$ cat src/rtl/pscs_pkg.sv
/*
 * Shared constants and types of the power-save clock scaler.
 * Assumes a single system clock domain; no registers reached by software.
 */
package pscs_pkg;

  // Field positions inside the oscillator control word.
  localparam int OSC_SLEEP_SEL_BIT = 4;
  localparam int OSC_DIV_LSB       = 19;
  localparam int OSC_DIV_MSB       = 20;
  localparam int OSC_WIDTH         = 32;

  // Divider encodings: ratio 1:1, 1:2, 1:4, 1:8.
  localparam logic [1:0] DIV_BY_1 = 2'h0;
  localparam logic [1:0] DIV_BY_2 = 2'h1;
  localparam logic [1:0] DIV_BY_4 = 2'h2;
  localparam logic [1:0] DIV_BY_8 = 2'h3;

  // Divider counter width, enough for the 1:8 ratio.
  localparam int DIV_CNT_W = 3;
  localparam logic [DIV_CNT_W-1:0] DIV_CNT_ZERO = 3'h0;
  localparam logic [DIV_CNT_W-1:0] DIV_CNT_ONE  = 3'h1;

  // Width of interrupt and CPU priority levels.
  localparam int PRIO_W = 3;

  // Power modes.
  typedef enum logic [1:0] {
    PSCS_RUN,
    PSCS_IDLE,
    PSCS_SLEEP
  } pscs_mode_t;

endpackage : pscs_pkg

$ cat src/rtl/pscs_pb_divider.sv
/*
 * Peripheral bus clock divider: produces a one-cycle tick on every
 * peripheral bus clock edge, at a ratio of 1, 2, 4 or 8 system clocks.
 * Assumes it runs on the system clock and the ratio input is synchronous.
 */
`timescale 1ns/1ns
`default_nettype none

module pscs_pb_divider
  import pscs_pkg::*;
(
  input  wire logic                 sys_clk,
  input  wire logic                 rst_b,
  input  wire logic [1:0]           div_sel,
  input  wire logic                 run,
  output logic                      pb_tick,
  output logic [DIV_CNT_W-1:0]      pb_phase
);

  logic [DIV_CNT_W-1:0] cnt_reg;
  logic [DIV_CNT_W-1:0] cnt_next;
  logic [DIV_CNT_W-1:0] limit;
  logic                 tick_reg;
  logic                 tick_next;

  // Terminal count for the selected ratio; a change takes effect at once.
  always_comb begin
    case (div_sel)
      DIV_BY_1: limit = 3'h0;
      DIV_BY_2: limit = 3'h1;
      DIV_BY_4: limit = 3'h3;
      DIV_BY_8: limit = 3'h7;
      default:  limit = 3'h0;
    endcase
  end

  // Count while running; a stopped divider holds the bus clock still.
  always_comb begin
    cnt_next  = cnt_reg;
    tick_next = 1'b0;
    if (run) begin
      if (cnt_reg >= limit) begin
        cnt_next  = DIV_CNT_ZERO;
        tick_next = 1'b1;
      end else begin
        cnt_next = cnt_reg + DIV_CNT_ONE;
      end
    end
  end

  always_ff @(posedge sys_clk or negedge rst_b) begin
    if (!rst_b) begin
      cnt_reg  <= DIV_CNT_ZERO;
      tick_reg <= 1'b0;
    end else begin
      cnt_reg  <= cnt_next;
      tick_reg <= tick_next;
    end
  end

  assign pb_tick  = tick_reg;
  assign pb_phase = cnt_reg;

endmodule : pscs_pb_divider

`default_nettype wire

$ cat src/rtl/pscs_read_stall.sv
/*
 * Holds a CPU peripheral read until the next peripheral bus clock tick.
 * Assumes the CPU keeps the request high until it sees the done pulse.
 */
`timescale 1ns/1ns
`default_nettype none

module pscs_read_stall (
  input  wire logic sys_clk,
  input  wire logic rst_b,
  input  wire logic rd_req,
  input  wire logic pb_tick,
  output logic      rd_stall,
  output logic      rd_done
);

  logic pend_reg;
  logic pend_next;
  logic done_reg;
  logic done_next;

  // A read completes on the first tick after it is raised.
  always_comb begin
    pend_next = pend_reg;
    done_next = 1'b0;
    if (pend_reg && pb_tick) begin
      pend_next = 1'b0;
      done_next = 1'b1;
    end else if (rd_req && !pend_reg && !done_reg) begin
      pend_next = 1'b1;
    end
  end

  always_ff @(posedge sys_clk or negedge rst_b) begin
    if (!rst_b) begin
      pend_reg <= 1'b0;
      done_reg <= 1'b0;
    end else begin
      pend_reg <= pend_next;
      done_reg <= done_next;
    end
  end

  // Stall is combinational so the CPU holds in the request cycle itself.
  assign rd_stall = (rd_req && !done_reg) || pend_reg;
  assign rd_done  = done_reg;

endmodule : pscs_read_stall

`default_nettype wire

$ cat src/rtl/pscs_top.sv
/*
 * Power-save mode controller and peripheral bus clock scaler: it moves the
 * core between run, idle and sleep, gates the clocks that follow from the
 * mode, divides the bus clock and holds peripheral reads for a bus edge.
 * Assumes the CPU, interrupt controller and peripherals share sys_clk and
 * present their strobes and levels on it; the watchdog timeout is an
 * asynchronous level and is synchronised here. The oscillator control word
 * is a settled level from a register on sys_clk.
 */
`timescale 1ns/1ns
`default_nettype none

module pscs_top
  import pscs_pkg::*;
#(
  parameter int NUM_PERIPH = 8
)(
  input  wire logic                    sys_clk,
  input  wire logic                    rst_b,
  input  wire logic [OSC_WIDTH-1:0]    oscillator_control_reg,
  input  wire logic                    wait_exec,
  input  wire logic                    irq_valid,
  input  wire logic [PRIO_W-1:0]       irq_prio,
  input  wire logic                    irq_sleep_capable,
  input  wire logic [PRIO_W-1:0]       cpu_prio,
  input  wire logic                    watchdog_timeout_source,
  input  wire logic [NUM_PERIPH-1:0]   stop_in_idle_bit,
  input  wire logic                    cpu_rd_req,
  input  wire logic                    src_was_disabled,
  output logic                         cpu_halt,
  output logic                         cpu_wake,
  output logic                         system_core_clock_en,
  output logic                         peripheral_bus_clock,
  output logic                         pb_tick,
  output logic [NUM_PERIPH-1:0]        periph_run,
  output logic                         cpu_rd_stall,
  output logic                         cpu_rd_done,
  output logic                         startup_delay_req,
  output logic [1:0]                   power_mode
);

  // Refuse sizes and field layouts that the slicing below cannot serve.
  // The divider field is sliced as two bits, so it must stay two bits.
  generate
    if (NUM_PERIPH < 1) begin : g_bad_n
      $error("NUM_PERIPH must be at least one");
    end
    if (OSC_DIV_MSB != OSC_DIV_LSB + 1) begin : g_bad_div
      $error("Divider field must be two bits wide");
    end
    if (OSC_DIV_MSB >= OSC_WIDTH) begin : g_bad_msb
      $error("Divider field lies outside the control word");
    end
    if (OSC_SLEEP_SEL_BIT >= OSC_WIDTH) begin : g_bad_sel
      $error("Sleep select bit lies outside the control word");
    end
    if (DIV_CNT_W < 3) begin : g_bad_cnt
      $error("Divider counter too narrow for the slowest ratio");
    end
    if (PRIO_W < 1) begin : g_bad_prio
      $error("Priority levels need at least one bit");
    end
  endgenerate

  pscs_mode_t mode_reg;
  pscs_mode_t mode_next;
  logic       wake_reg;
  logic       wake_next;
  logic       wdt_meta_reg;
  logic       wdt_sync_reg;
  logic       startup_reg;
  logic       startup_next;
  logic       sleep_sel;
  logic [1:0] periph_bus_divider;
  logic       irq_high;
  logic       pb_run;
  logic       pb_clk_reg;
  logic       pb_clk_next;
  logic [DIV_CNT_W-1:0] pb_phase;
  logic                  halt_reg;
  logic                  halt_next;
  logic                  clk_en_reg;
  logic                  clk_en_next;
  logic [NUM_PERIPH-1:0] prun_reg;
  logic [NUM_PERIPH-1:0] prun_next;

  // Decide whether an interrupt outranks the current CPU level.
  function automatic logic prio_above(input logic [PRIO_W-1:0] a,
                                      input logic [PRIO_W-1:0] b);
    prio_above = (a > b);
  endfunction : prio_above

  // The CPU is held in every mode but run.
  function automatic logic mode_halts_cpu(input pscs_mode_t m);
    mode_halts_cpu = (m != PSCS_RUN);
  endfunction : mode_halts_cpu

  // Clocks keep running in every mode but sleep.
  function automatic logic mode_keeps_clock(input pscs_mode_t m);
    mode_keeps_clock = (m != PSCS_SLEEP);
  endfunction : mode_keeps_clock

  assign sleep_sel          = oscillator_control_reg[OSC_SLEEP_SEL_BIT];
  assign periph_bus_divider =
    oscillator_control_reg[OSC_DIV_MSB:OSC_DIV_LSB];
  assign irq_high           = irq_valid && prio_above(irq_prio, cpu_prio);

  // Watchdog timeout crosses in from its own oscillator. Only the second
  // flop is read, so a metastable first stage never reaches the mode
  // logic; the price is two cycles of extra exit latency.
  always_ff @(posedge sys_clk or negedge rst_b) begin
    if (!rst_b) begin
      wdt_meta_reg <= 1'b0;
      wdt_sync_reg <= 1'b0;
    end else begin
      wdt_meta_reg <= watchdog_timeout_source;
      wdt_sync_reg <= wdt_meta_reg;
    end
  end

  // Mode transitions; reset itself forces run through the flop reset.
  // The watchdog is tested before any interrupt so that a timeout always
  // ends a low-power mode, whatever the interrupt priorities are. A wait
  // strobe is only meaningful in run, where the CPU can execute it.
  always_comb begin
    mode_next    = mode_reg;
    wake_next    = 1'b0;
    startup_next = 1'b0;
    case (mode_reg)
      PSCS_RUN: begin
        if (wait_exec) begin
          if (sleep_sel) begin
            mode_next = PSCS_SLEEP;
          end else begin
            mode_next = PSCS_IDLE;
          end
        end
      end
      PSCS_IDLE: begin
        // A wait strobe is ignored here: the CPU is already halted.
        // Watchdog exit from idle.
        if (wdt_sync_reg) begin
          mode_next = PSCS_RUN;
          wake_next = 1'b1;
        end else if (irq_high) begin
          mode_next = PSCS_RUN;
          wake_next = 1'b1;
        end
        startup_next = 1'b0;
      end
      PSCS_SLEEP: begin
        // Only sleep-capable sources can reach the controller in sleep.
        // Watchdog exit from sleep.
        if (wdt_sync_reg) begin
          mode_next    = PSCS_RUN;
          wake_next    = 1'b1;
          startup_next = src_was_disabled;
        end else if (irq_valid && irq_sleep_capable && irq_high) begin
          mode_next    = PSCS_RUN;
          wake_next    = 1'b1;
          // Delay only for a stopped source.
          startup_next = src_was_disabled;
        end else if (irq_valid && irq_sleep_capable) begin
          mode_next = PSCS_IDLE;
        end
      end
      default: begin
        mode_next = PSCS_RUN;
      end
    endcase
  end

  always_ff @(posedge sys_clk or negedge rst_b) begin
    if (!rst_b) begin
      mode_reg    <= PSCS_RUN;
      wake_reg    <= 1'b0;
      startup_reg <= 1'b0;
    end else begin
      mode_reg    <= mode_next;
      wake_reg    <= wake_next;
      startup_reg <= startup_next;
    end
  end

  // Bus clock stops only in sleep.
  assign pb_run = mode_keeps_clock(mode_reg);

  pscs_pb_divider u_div (
    .sys_clk  (sys_clk),
    .rst_b    (rst_b),
    .div_sel  (periph_bus_divider),
    .run      (pb_run),
    .pb_tick  (pb_tick),
    .pb_phase (pb_phase)
  );

  // Bus clock level rises the cycle after each tick and falls one cycle later; at 1:1 it follows pb_run.
  // A registered level cannot toggle at the system rate, so at 1:1 the
  // level only shows that the bus runs; peripherals time themselves from
  // pb_tick, which is the real bus clock enable.
  always_comb begin
    pb_clk_next = pb_clk_reg;
    if (periph_bus_divider == DIV_BY_1) begin
      pb_clk_next = pb_run;
    end else if (pb_phase == DIV_CNT_ZERO) begin
      pb_clk_next = 1'b1;
    end else if (pb_phase == DIV_CNT_ONE) begin
      pb_clk_next = 1'b0;
    end
  end

  always_ff @(posedge sys_clk or negedge rst_b) begin
    if (!rst_b) begin
      pb_clk_reg <= 1'b0;
    end else begin
      pb_clk_reg <= pb_clk_next;
    end
  end

  // Reads wait for the next bus tick.
  // The stall is combinational so the core stops in the request cycle;
  // the added latency grows with the divider ratio.
  pscs_read_stall u_rd (
    .sys_clk  (sys_clk),
    .rst_b    (rst_b),
    .rd_req   (cpu_rd_req),
    .pb_tick  (pb_tick),
    .rd_stall (cpu_rd_stall),
    .rd_done  (cpu_rd_done)
  );

  // Mode-derived outputs come from flip-flops fed by the next mode, so
  // they change on the same edge as power_mode and cannot glitch while
  // the mode decode settles. Reset values match the run mode.
  // Halt in low power.
  always_comb begin
    halt_next   = mode_halts_cpu(mode_next);
    clk_en_next = mode_keeps_clock(mode_next);
  end

  // Per-peripheral stop in idle.
  // A stop-in-idle bit changed while idle takes effect one cycle later.
  genvar gi;
  generate
    for (gi = 0; gi < NUM_PERIPH; gi++) begin : g_periph
      assign prun_next[gi] = mode_keeps_clock(mode_next) &&
        !((mode_next == PSCS_IDLE) && stop_in_idle_bit[gi]);
    end
  endgenerate

  always_ff @(posedge sys_clk or negedge rst_b) begin
    if (!rst_b) begin
      halt_reg   <= 1'b0;
      clk_en_reg <= 1'b1;
      prun_reg   <= {NUM_PERIPH{1'b1}};
    end else begin
      halt_reg   <= halt_next;
      clk_en_reg <= clk_en_next;
      prun_reg   <= prun_next;
    end
  end

  assign cpu_halt             = halt_reg;
  assign system_core_clock_en = clk_en_reg;
  assign periph_run           = prun_reg;

  // Wake and start-up requests are one-cycle pulses; a core that needs
  // them longer must latch them itself.
  assign cpu_wake             = wake_reg;
  assign startup_delay_req    = startup_reg;
  assign peripheral_bus_clock = pb_clk_reg;
  assign power_mode           = mode_reg;

endmodule : pscs_top

`default_nettype wire

$ cat config.mk
export PLATFORM = sky130hd
export DESIGN_NAME = pscs_top
export DESIGN_NICKNAME = d
export VERILOG_FILES = /design/src/rtl/pscs_pkg.sv /design/src/rtl/pscs_pb_divider.sv /design/src/rtl/pscs_read_stall.sv /design/src/rtl/pscs_top.sv
export SDC_FILE = /design/constraint.sdc
export NUM_CORES = 1
export LEC_CHECK = 0
export ABC_AREA = 0
export BUFFER_PORTS_ARGS = -buffer_cell sky130_fd_sc_hd__buf_2
export CORE_ASPECT_RATIO = 0.5
export CORE_MARGIN = 4
export CORE_UTILIZATION = 30
export CTS_BUF_LIST = sky130_fd_sc_hd__clkbuf_8 sky130_fd_sc_hd__clkbuf_16
export CTS_CLUSTER_SIZE = 8
export DETAILED_ROUTE_END_ITERATION = 10
export PLACE_DENSITY = 0.6
export SLEW_MARGIN = 15
export SYNTH_ARGS = -nofsm -noshare
export SYNTH_HDL_FRONTEND = slang
export SYNTH_HIERARCHICAL = 1
export SYNTH_SLANG_ARGS = --single-unit
$ cat constraint.sdc
create_clock -name sys_clk -period 3.4 [get_ports sys_clk]
set_input_delay 0.85 -clock sys_clk [delete_from_list [all_inputs] [get_ports sys_clk]]
set_output_delay 0.85 -clock sys_clk [all_outputs]
set_load 0.02 [all_outputs]
==> impl_metrics.json <==
{
  "status": "complete, no violations",
  "path_class": "input port to flop",
  "dp_cells": 212,
  "via_count": 980,
  "ir_drop_mv": 0.247,
  "antenna_left": 0,
  "clkTransAtPathRegs_ns": 0.08,
  "hpwl_um": 1970,
  "maxSlewHeadroom_pct": 65.7,
  "worst-path-buf-inv": 3,
  "wl_per_cell_um": 11.9,
  "first_global_vias": 964,
  "gp_congestion": 0.803,
  "crit_chain": "buf_2 > inv_1 > ha_1 > and3b_1 > o211ai_1 > a311oi_1 > a21oi_1 > buf_4 > o21ba_2",
  "synthTopCellsByArea": "dfrtp_1 (27%), dfstp_2 (18%), ha_1 (10%), mux2i_1 (6.8%), nor3b_1 (4.6%)",
  "synth_most_common_cell": "dfrtp_1",
  "port_buffers": 42,
  "cts.repair.resized": 0,
  "power_density_nw_per_um2": 841,
  "initial_core_util_pct": 32.4,
  "die_h_um": 54.8,
  "post_synth.cell_area_avg_um2": 11.2,
  "core_um2": 4060,
  "clock_latency_ns": 0.26,
  "yosys_warnings": 6,
  "grt_use_total_pct": 10.2,
  "postCtsSetupBuffers": 0,
  "synth_nets": 183,
  "core.rowCount": 16,
  "numCtsBuffers": 3,
  "ys_ff_latch": 23,
  "ys_top_cells_by_count": "dfrtp_1 (14), ha_1 (11), inv_1 (11)",
  "crit_path_start_kind": "input port",
  "wl_um": 2570,
  "hold_class": "flop to flop",
  "nNetsFinal": 228,
  "period_needed_ns": 2.34,
  "grt_pass1_wl_um": 4350,
  "rsz0062_at_grt": "false",
  "finalCritPeriodShare_pct": 68.8,
  "synth-main-ff-cell": "dfrtp_1",
  "synth-edff-count": 0,
  "setup_viol": 0,
  "firstDrtPassIters": 4,
  "max-cap-violations": 0,
  "largest_reg_flops": 8,
  "arrival_ns": 2.50,
  "layout-drive-gt1-share_pct": 41.4,
  "path_max_fanout": 9,
  "hold_violations": 0,
  "area_growth_syn_to_layout_pct": 23.4,
  "nFillCells": 405,
  "drtIter0Drc": 22,
  "htree_levels": 1,
  "grt_max_degree": 24,
  "clk_path_buf_depth": 2,
  "vias_per_cell": 4.54,
  "worst_slew_pin_slew_ns": 0.514,
  "die-area_um2": 5580,
  "num_io_pins": 72,
  "clk_root_buffer_cell": "clkbuf_8",
  "cp.required_ns": 3.56,
  "crit_path_end_kind": "flop",
  "ys_types": 38,
  "fin_setup_tns_ns": 0,
  "clock_skew_ns": 0.00935,
  "cts_tree": "done",
  "synth_top_area_cell": "dfrtp_1",
  "grt-ovfl-total": 0,
  "drc": 0,
  "r2r_cells": 8,
  "antennaDiodeCount": 0,
  "crit_family": "compound AO/OA/AOI/OAI gates",
  "worst-path-stages": 9,
  "grt_antenna_before_repair": 0,
  "slowest_stage": "a311oi_1",
  "hold_depth": 0,
  "cts-hold-fix-buffers": 0,
  "instances_no_fill": 216,
  "critPathMaxStageDelay_ns": 0.39,
  "synthArstFlopShare_pct": 100,
  "slew_violations": 0,
  "timing.fmax_ghz": 0.428,
  "synth_top_area_share_pct": 26.6,
  "cts.sinks": 23,
  "seq_area_frac_synth_pct": 44.6,
  "p_leak_nw": 0.816,
  "syn_inst": 118,
  "die_w_um": 102,
  "synth_area_um2": 1320
}
[area by class of cell]
type                       count  area [µm²]  area share, %
timing repair buffer          44         225           13.9
multi-input combinational     80         657           40.4
inverter                      11        41.3           2.54
tap                           54        67.6           4.16
clock buffer                   3        41.3           2.54
sequential                    23         587           36.1
clock inverter                 1        5.00          0.308
[routing by layer]
metal / global-route usage, % / vias to the layer above / wire [µm]
met3: 3.18 / 2 / 136
met2: 17.9 / 19 / 1270
met5: 0 / - / 0
met4: 1.99 / 0 / 9
li1: - / 494 / -
met1: 12.8 / 465 / 1150
[placed cells by master (no fill, tap or decap), drive strengths merged, types with 6 or more instances in the layout]
cell type,count
nor2,6
ha,11
buf,44
mux2i,9
dfrtp,14
nor3b,8
nand2,7
inv,11
a21oi,6
dfstp,9
[power by group]
group	switching (mW)	total (mW)	internal, mW	leakage [nW]
Combinational	0.416	0.727	0.311	0.521
Clock	0.0853	0.167	0.0817	0.0255
Sequential	0.0596	0.473	0.413	0.270
Total	0.561	1.37	0.806	0.816
[kinds of logic (layout without fill, tap and decap cells)]
| logic type | count (synthesis) | count (layout) | synth area share [%] |
|---|---|---|---|
| muxes | 10 | 10 | 7.98 |
| adders and majority gates | 11 | 11 | 10.5 |
| AOI/OAI and AO/OA | 26 | 26 | 14.8 |
| DFF | 23 | 23 | 44.6 |
| and+or+nand+nor | 33 | 33 | 16.6 |
| buffers and inverters | 15 | 59 | 5.51 |
[metrics by stage]
| stage | power (mW) | setup slack (ns) | util [%] | hold slack (ns) | cell area [µm²] |
|---|---|---|---|---|---|
| finish | 1.37 | 1.06 | 40.0 | 0.361 | 1620 |
| global route | 1.48 | 0.891 | 40.0 | 0.364 | 1620 |
| CTS | 1.39 | 1.07 | 40.0 | 0.359 | 1620 |
| detailed placement | 1.21 | 0.809 | 38.8 | 0.336 | 1580 |
| global placement | 1.19 | 0.832 | 38.8 | 0.335 | 1580 |
| floorplan | 1.03 | 1.04 | - | 0.331 | 1320 |
[worst paths after layout]
kind	from	end	slack (ns)
worst max-delay path	cpu_prio[2]	cpu_halt$_DFF_PN0_	1.06
worst min-delay path	wdt_meta_reg$_DFF_PN0_	wdt_sync_reg$_DFF_PN0_	0.36
worst max register to register	power_mode[0]$_DFF_PN0_	periph_run[4]$_DFF_PN1_	1.37
worst min register to register	wdt_meta_reg$_DFF_PN0_	wdt_sync_reg$_DFF_PN0_	0.36
max in group asynchronous	rst_b	periph_run[1]$_DFF_PN1_	2.49
min in group asynchronous	rst_b	wdt_meta_reg$_DFF_PN0_	0.55
No activity file was read; power rests on OpenSTA's default activity.
